`src/rtl/tmwd_pkg.sv`:
```
// Shared constants and types for the timer width-measure / delay-count channel
package tmwd_pkg;
  // Register byte addresses
  localparam logic [7:0] ADDR_CTRL = 8'h00;
  localparam logic [7:0] ADDR_MODE = 8'h04;
  localparam logic [7:0] ADDR_STAT = 8'h08;
  localparam logic [7:0] ADDR_CNT  = 8'h0c;
  localparam logic [7:0] ADDR_DATA = 8'h10;

  // Control register bit positions
  localparam int CTRL_START = 0;
  localparam int CTRL_STOP  = 1;
  localparam int CTRL_UEN   = 2;
  localparam int CTRL_NFEN  = 3;

  // Mode register bit positions and prescaler field
  localparam int MODE_DLY  = 0;
  localparam int MODE_CISL = 1;
  localparam int MODE_CISH = 2;
  localparam int MODE_DIV  = 8;
  localparam int DIV_W     = 8;

  // Status register bit positions
  localparam int STAT_OVF = 0;
  localparam int STAT_EN  = 1;

  // Counter width and noise filter depth
  localparam int CNT_W      = 16;
  localparam int NF_SAMPLES = 3;
  localparam int NF_CW      = 4;

  // Channel sequencing
  typedef enum logic [1:0] {ST_STOP, ST_WAIT, ST_RUN} tmwd_state_t;
endpackage

```
`src/rtl/tmwd_edge_if.sv`:
```
// Edge events passed from the input conditioner to the channel core
`timescale 1ns/1ps
`default_nettype none
interface tmwd_edge_if;
  logic rise;
  logic fall;
  modport src (output rise, output fall);
  modport dst (input rise, input fall);
endinterface
`default_nettype wire

```
`src/rtl/tmwd_edge_det.sv`:
```
// Input pin conditioner: sample, optional noise filter, edge pulses
`timescale 1ns/1ps
`default_nettype none
module tmwd_edge_det #(
  parameter int NF_LEN = tmwd_pkg::NF_SAMPLES
) (
  input  wire logic   core_clk,
  input  wire logic   rst_b,
  input  wire logic   unit_en,
  input  wire logic   nf_en,
  input  wire logic   pin_in,
  tmwd_edge_if.src    ev
);
  localparam logic [tmwd_pkg::NF_CW-1:0] LAST = tmwd_pkg::NF_CW'(NF_LEN - 1);
  localparam logic [tmwd_pkg::NF_CW-1:0] ONE  = tmwd_pkg::NF_CW'(1);

  logic                      pin_r;
  logic                      lvl_r;
  logic                      rise_r;
  logic                      fall_r;
  logic [tmwd_pkg::NF_CW-1:0] run_r;

  // A new level is accepted at once, or after NF_LEN equal samples when filtered
  wire differ = pin_r ^ lvl_r;
  wire settle = differ & (~nf_en | (run_r == LAST));

  // Cleared with the unit so a stopped unit holds no stale edge
  always_ff @(posedge core_clk) begin
    if (!rst_b || !unit_en) begin
      pin_r  <= 1'b0;
      lvl_r  <= 1'b0;
      rise_r <= 1'b0;
      fall_r <= 1'b0;
      run_r  <= '0;
    end else begin
      pin_r  <= pin_in;
      run_r  <= (differ & ~settle) ? run_r + ONE : '0;
      lvl_r  <= lvl_r ^ settle;
      rise_r <= settle & ~lvl_r;
      fall_r <= settle & lvl_r;
    end
  end

  assign ev.rise = rise_r;
  assign ev.fall = fall_r;
endmodule
`default_nettype wire

```
`src/rtl/tmwd_timer_chan.sv`:
```
// Timer channel: input pulse-width measurement and delay counter, APB slave
// Function
// - start trigger bit clears itself after write
// - width start sets enable, waits start edge
// - start edge clears count, counts up
// - capture edge copies count, raises interrupt
// - capture sets or clears overflow flag
// - count halts after capture until start edge
// - count readable, data rewritable while running
// - stop self-clears, clears enable, holds count
// - stop in width mode keeps overflow flag
// - unit enable low reinitialises whole channel
// - delay start sets enable, waits active edge
// - active edge loads data, counts down
// - start write while enabled also starts count
// - zero count raises interrupt and halts
// - delay equals count period times data plus one
// - data rewrite applies from next count cycle
// - multiple wraps still set overflow flag
`timescale 1ns/1ps
`default_nettype none
module tmwd_timer_chan #(
  parameter int CNT_W = tmwd_pkg::CNT_W,
  parameter int DIV_W = tmwd_pkg::DIV_W
) (
  input  wire logic        core_clk,
  input  wire logic        rst_b,
  input  wire logic [7:0]  paddr,
  input  wire logic        psel,
  input  wire logic        penable,
  input  wire logic        pwrite,
  input  wire logic [31:0] pwdata,
  output logic      [31:0] prdata,
  output logic             pready,
  output logic             pslverr,
  input  wire logic        timer_in,
  output logic             channel_interrupt
);
  localparam logic [CNT_W-1:0] ONE  = CNT_W'(1);
  localparam logic [CNT_W-1:0] CMAX = '1;
  localparam logic [DIV_W-1:0] DONE = DIV_W'(1);

  logic                 pready_r;
  logic                 pslverr_r;
  logic [31:0]          prdata_r;
  logic                 unit_en_r;
  logic                 nf_en_r;
  logic                 mode_dly_r;
  logic                 cis_l_r;
  logic                 cis_h_r;
  logic [DIV_W-1:0]     div_r;
  logic [DIV_W-1:0]     presc_r;
  logic [CNT_W-1:0]     cnt_r;
  logic [CNT_W-1:0]     cnt_nxt;
  logic [CNT_W-1:0]     data_r;
  logic [CNT_W-1:0]     data_nxt;
  logic                 ovf_r;
  logic                 ovf_nxt;
  logic                 pend_r;
  logic                 pend_nxt;
  logic                 en_r;
  logic                 en_nxt;
  logic                 irq_r;
  logic                 irq_nxt;
  tmwd_pkg::tmwd_state_t st_r;
  tmwd_pkg::tmwd_state_t st_nxt;

  tmwd_edge_if ev_if ();

  tmwd_edge_det u_edge (
    .core_clk (core_clk),
    .rst_b    (rst_b),
    .unit_en  (unit_en_r),
    .nf_en    (nf_en_r),
    .pin_in   (timer_in),
    .ev       (ev_if.src)
  );

  ////////////////////////////////////////////////////////////////////////////
  // APB decode: one wait state, writes land on the edge that samples pready
  wire acc      = psel & penable;
  wire acc_done = acc & pready_r;
  wire wr_en    = acc_done & pwrite;
  wire sel_ctrl = paddr == tmwd_pkg::ADDR_CTRL;
  wire sel_mode = paddr == tmwd_pkg::ADDR_MODE;
  wire sel_stat = paddr == tmwd_pkg::ADDR_STAT;
  wire sel_cnt  = paddr == tmwd_pkg::ADDR_CNT;
  wire sel_data = paddr == tmwd_pkg::ADDR_DATA;
  wire hit      = sel_ctrl | sel_mode | sel_stat | sel_cnt | sel_data;
  wire wr_ctrl  = wr_en & sel_ctrl;
  // Mode and data cannot be written while the unit clock is off
  wire wr_mode  = wr_en & sel_mode & unit_en_r;
  wire wr_data  = wr_en & sel_data & unit_en_r;
  wire start_wr = wr_ctrl & unit_en_r & pwdata[tmwd_pkg::CTRL_START];
  wire stop_wr  = wr_ctrl & unit_en_r & pwdata[tmwd_pkg::CTRL_STOP];

  // Read mux; trigger bits are not stored and always read zero
  wire [31:0] rd_ctrl = 32'(unit_en_r) << tmwd_pkg::CTRL_UEN
                      | 32'(nf_en_r) << tmwd_pkg::CTRL_NFEN;
  wire [31:0] rd_mode = 32'(mode_dly_r) << tmwd_pkg::MODE_DLY
                      | 32'(cis_l_r) << tmwd_pkg::MODE_CISL
                      | 32'(cis_h_r) << tmwd_pkg::MODE_CISH
                      | 32'(div_r) << tmwd_pkg::MODE_DIV;
  wire [31:0] rd_stat = 32'(ovf_r) << tmwd_pkg::STAT_OVF
                      | 32'(en_r) << tmwd_pkg::STAT_EN;
  wire [31:0] rd_val  = sel_ctrl ? rd_ctrl :
                        sel_mode ? rd_mode :
                        sel_stat ? rd_stat :
                        sel_cnt  ? 32'(cnt_r) :
                        sel_data ? 32'(data_r) : 32'h0000_0000;

  // Bus answer flops
  always_ff @(posedge core_clk) begin
    if (!rst_b) begin
      pready_r  <= 1'b0;
      pslverr_r <= 1'b0;
      prdata_r  <= 32'h0000_0000;
    end else begin
      pready_r  <= acc & ~pready_r;
      pslverr_r <= acc & ~pready_r & ~hit;
      if (acc & ~pready_r & ~pwrite) begin
        prdata_r <= rd_val;
      end
    end
  end

  ////////////////////////////////////////////////////////////////////////////
  // Configuration; clearing the unit enable wipes every channel setting
  always_ff @(posedge core_clk) begin
    if (!rst_b) begin
      unit_en_r <= 1'b0;
    end else if (wr_ctrl) begin
      unit_en_r <= pwdata[tmwd_pkg::CTRL_UEN];
    end
  end

  always_ff @(posedge core_clk) begin
    if (!rst_b || !unit_en_r) begin
      nf_en_r    <= 1'b0;
      mode_dly_r <= 1'b0;
      cis_l_r    <= 1'b0;
      cis_h_r    <= 1'b0;
      div_r      <= '0;
    end else begin
      if (wr_ctrl) begin
        nf_en_r <= pwdata[tmwd_pkg::CTRL_NFEN];
      end
      if (wr_mode) begin
        mode_dly_r <= pwdata[tmwd_pkg::MODE_DLY];
        cis_l_r    <= pwdata[tmwd_pkg::MODE_CISL];
        cis_h_r    <= pwdata[tmwd_pkg::MODE_CISH];
        div_r      <= pwdata[tmwd_pkg::MODE_DIV +: DIV_W];
      end
    end
  end

  ////////////////////////////////////////////////////////////////////////////
  // Edge roles: high width starts on rise, low width on fall
  wire start_edge = cis_l_r ? ev_if.rise : ev_if.fall;
  wire cap_edge   = cis_l_r ? ev_if.fall : ev_if.rise;
  wire dly_edge   = cis_h_r ? (ev_if.rise | ev_if.fall)
                  : (cis_l_r ? ev_if.rise : ev_if.fall);

  wire in_wait = st_r == tmwd_pkg::ST_WAIT;
  wire in_run  = st_r == tmwd_pkg::ST_RUN;
  // Start from the stopped state only; a width-mode restart while enabled is ignored
  wire go      = start_wr & ~en_r;
  wire w_start = ~mode_dly_r & in_wait & start_edge;
  wire w_cap   = ~mode_dly_r & in_run & cap_edge;
  wire d_trig  = mode_dly_r & en_r & (dly_edge | start_wr);
  wire tick    = presc_r == div_r;
  wire run_tk  = in_run & tick;

  // Count clock prescaler, realigned at every count start so delays are exact
  wire [DIV_W-1:0] presc_nxt = (w_start | d_trig | tick) ? '0 : presc_r + DONE;

  ////////////////////////////////////////////////////////////////////////////
  // Channel sequencing; capture outranks a same-cycle software data write
  always_comb begin
    st_nxt   = st_r;
    cnt_nxt  = cnt_r;
    en_nxt   = en_r;
    ovf_nxt  = ovf_r;
    pend_nxt = pend_r;
    data_nxt = wr_data ? pwdata[CNT_W-1:0] : data_r;
    irq_nxt  = 1'b0;
    if (!unit_en_r) begin
      st_nxt   = tmwd_pkg::ST_STOP;
      cnt_nxt  = '0;
      en_nxt   = 1'b0;
      ovf_nxt  = 1'b0;
      pend_nxt = 1'b0;
      data_nxt = '0;
    end else if (stop_wr) begin
      st_nxt = tmwd_pkg::ST_STOP;
      en_nxt = 1'b0;
    end else if (go) begin
      st_nxt = tmwd_pkg::ST_WAIT;
      en_nxt = 1'b1;
    end else if (w_start) begin
      st_nxt   = tmwd_pkg::ST_RUN;
      cnt_nxt  = '0;
      pend_nxt = 1'b0;
    end else if (w_cap) begin
      st_nxt   = tmwd_pkg::ST_WAIT;
      data_nxt = cnt_r;
      irq_nxt  = 1'b1;
      ovf_nxt  = pend_r;
      cnt_nxt  = cnt_r + ONE;
    end else if (d_trig) begin
      st_nxt  = tmwd_pkg::ST_RUN;
      cnt_nxt = data_r;
    end else if (run_tk) begin
      if (!mode_dly_r) begin
        cnt_nxt = cnt_r + ONE;
        // Sticky across any number of wraps
        if (cnt_r == CMAX) begin
          pend_nxt = 1'b1;
        end
      end else if (cnt_r == '0) begin
        st_nxt  = tmwd_pkg::ST_WAIT;
        irq_nxt = 1'b1;
      end else begin
        cnt_nxt = cnt_r - ONE;
      end
    end
  end

  // State flops
  always_ff @(posedge core_clk) begin
    if (!rst_b) begin
      st_r    <= tmwd_pkg::ST_STOP;
      cnt_r   <= '0;
      data_r  <= '0;
      en_r    <= 1'b0;
      ovf_r   <= 1'b0;
      pend_r  <= 1'b0;
      irq_r   <= 1'b0;
      presc_r <= '0;
    end else begin
      st_r    <= st_nxt;
      cnt_r   <= cnt_nxt;
      data_r  <= data_nxt;
      en_r    <= en_nxt;
      ovf_r   <= ovf_nxt;
      pend_r  <= pend_nxt;
      irq_r   <= irq_nxt;
      presc_r <= presc_nxt;
    end
  end

  assign prdata            = prdata_r;
  assign pready            = pready_r;
  assign pslverr           = pslverr_r;
  assign channel_interrupt = irq_r;
endmodule
`default_nettype wire

```
`config.mk`:
```
export PLATFORM = sky130hd
export DESIGN_NAME = tmwd_timer_chan
export DESIGN_NICKNAME = d
export VERILOG_FILES = /design/src/rtl/tmwd_pkg.sv /design/src/rtl/tmwd_edge_if.sv /design/src/rtl/tmwd_edge_det.sv /design/src/rtl/tmwd_timer_chan.sv
export SDC_FILE = /design/constraint.sdc
export NUM_CORES = 1
export LEC_CHECK = 0
export BUFFER_PORTS_ARGS = -buffer_cell sky130_fd_sc_hd__buf_2
export CAP_MARGIN = 20
export CORE_MARGIN = 3
export CORE_UTILIZATION = 30
export DETAILED_ROUTE_END_ITERATION = 8
export GPL_TIMING_DRIVEN = 0
export HOLD_SLACK_MARGIN = 0.02
export MAX_ROUTING_LAYER = met4
export SYNTH_ARGS = -nofsm -noshare
export SYNTH_HDL_FRONTEND = slang
export SYNTH_SLANG_ARGS = --single-unit
```
`constraint.sdc`:
```
create_clock -name core_clk -period 2.3 [get_ports core_clk]
set_input_delay 0.69 -clock core_clk [delete_from_list [all_inputs] [get_ports core_clk]]
set_output_delay 0.69 -clock core_clk [all_outputs]
set_load 0.05 [all_outputs]
```
==> results.cfg <==
[floorplan]
io_pins = 81
dieArea_um2 = 18700
start_util = 0.307
die_h_um = 137
row_count = 47
core_um2 = 16600
fp.dieW_um = 137

[worst_hold_path]
holdPathStages = 1
min_to = u_edge.run_r[0]
hp-class = flop to flop
worstHoldStart = u_edge.run_r[0]

[setup_path]
end_kind = flop
worst-setup-path-type = input port to flop
critPathRequiredTime_ps = 2570
critPathMaxFanout = 8
ff2ff_setup_slack_ps = 130
setup.worst_path.start_class = input port
worstReg2RegStart = cnt_r[13]
worst_r2r_path_depth = 7
crit_arrival_ps = 2500
r2r_end = cnt_r[12]

[clocking]
cts_made_buffers = 9
clkSlewWorstSetupHoldPaths_ps = 60
clockBufferDepth = 2
cts_root_buf = clkbuf_16
clock_sinks = 85
htreeDepth = 3
cts_tree = yes
clk_latency_ps = 350

[finish]
final_area_um2 = 6180
nFillCells = 1676
n_antenna_cell = 0
final_common_cell = dfxtp_1
final_nets = 726
syn_to_final_growth_pct = 20.7
drive_gt1_frac = 0.233
final_cell_mix = dfxtp_1 (85), nor2_1 (72), buf_2 (64)
ff_latch_area_um2 = 1700
fin_cells = 899
multi_input_area_um2 = 3170

[sta]
setup_viol = 0
finalSetupTns_ps = 0
finalHoldViolations = 0
max_freq_ghz = 0.448
hold_ws_ps = 459
drv_slew = 0
rsz0062_at_grt = true
worstMarginPinSlew_ps = 584
finalCritPeriodShare = 0.971
finalClockSkew_ps = 6.98
relSlewSlack = 0.611
finalCriticalPeriod_ps = 2230

[placement]
placed_cell_area_um2 = 5690
portBuffers = 48
dp.final_hpwl_um = 11500
dp.cells = 876
gp_congestion = 0.927

[grt]
globalRouteTotalUtil = 0.172
grtUsageMet2 = 0.268
grt-busiest-layer = met2
met3_usage = 0.0173
gr-total-overflow = 0
grt_pass1_wl_um = 24200
first_global_vias = 4271
grt_max_degree = 17
antenna_found_initial = 0
met1_usage = 0.232

[synth]
async_flop_share = 0
yosys_most_used_dff = dfxtp_1
ys_ff_latch = 85
yosys_warnings = 0
synth_edf_count = 0
synth_cells = 593
ys_types = 80
syn_area_per_cell_um2 = 8.63
synth_area_um2 = 5120
yosysSeqAreaShare = 0.333

[outcome]
status = completed

[power]
vdd_ir_drop_max_mv = 0.257
leakage_uw = 0.00247
total_power_uw = 3200
power_density_nw_per_um2 = 517

[detailed_routing]
first_iter_violations = 395
dr.pass1.iters = 5
drt-total-wl_um = 15500
drc = 0
via_per_inst = 5.24
ant_nets = 0
dr_total_vias = 4709
wire_per_inst_um = 17.2

[run]
maxCapViolations = 0
## flip-flops by register name (all words and copies together), names as in the netlist, 2 cells and up, named ones only
signal and cells:
u_edge.run_r 4, st_r 2, presc_r 8, div_r 8, cnt_r 16, data_r 16
prdata 16
## synth_stat cells (14+ instances only)
cell type,n,area (um^2)
buf_2,20,100
nor3_1,14,70.1
inv_1,15,56.3
nor2_1,72,270
nand3_1,29,145
xor2_1,18,158
nand2_1,29,109
mux2i_1,35,350
a211oi_1,19,143
dfxtp_1,85,1700
clkbuf_1,16,60.1
and2_1,19,119
buf_4,20,150
o21ai_0,17,85.1
## critical path: stages
cell	delay [ps]
buf_2	110
and4_1	190
buf_2	170
and4_4	210
or2_1	220
buf_6	150
nor2_1	340
a41oi_1	210
nor3_1	210
## through the flow
stage	worst slack (ps)	utilization
after detailed placement	-606	0.342
after global placement	-566	0.342
after floorplan	56.9	-
after CTS	0.963	0.364
final	67.1	0.371
after global routing	-29.5	0.371
## final cells by class
type | count | share of cell area
clock inverter | 7 | 0.0128
sequential | 85 | 0.275
multi-input combinational | 448 | 0.513
tap | 220 | 0.0446
timing repair buffer | 55 | 0.0494
buffer | 60 | 0.0593
clock buffer | 9 | 0.0365
inverter | 15 | 0.00911
## worst max-delay path by stage
stage | from | end | slack (ps)
2_1_floorplan | pwrite | cnt_r[11] | 60
3_3_place_gp | paddr[5] | cnt_r[8] | -570
3_5_place_dp | paddr[5] | cnt_r[8] | -610
4_1_cts | paddr[5] | cis_l_r | 1
5_1_grt | pwrite | pend_r | -30
6_report | pwrite | pend_r | 70
## where the power goes
part	internal (uW)	total [uW]	leakage [uW]	switching (uW)
clock	854	1520	0.000139	670
combinational	56.9	192	0.00165	135
sequential	1480	1480	0.000685	3.06
total	2390	3200	0.00247	808
## layer usage
metal / up-vias / part of all wire
li1: 2299 / -
met1: 2218 / 0.46
met2: 161 / 0.46
met3: 31 / 0.054
met4: 0 / 0.024
met5: - / 0
## cell families after synthesis
group / count (synthesis) / share of synthesized area
multiplexers: 40 / 0.0795
AND/OR/NAND/NOR: 234 / 0.257
adder cells (fa/ha/maj): 6 / 0.0147
buffers and inverters: 75 / 0.0790
AO/OA/AOI/OAI: 125 / 0.190
other: 1 / 0.000733
flip-flops: 85 / 0.333
XOR/XNOR: 27 / 0.0462
## repair_timing
| item | in CTS | in global routing |
|---|---|---|
| hold buffers | 0 | 0 |
| setup buffers | 3 | 4 |
| pin swaps | 2 | 4 |
| hold endpoints to repair | 0 | 0 |
| endpoints found under the setup margin | 30 | 61 |
| gates resized for setup | 7 | 24 |
Power figures use the tool's default switching activity.
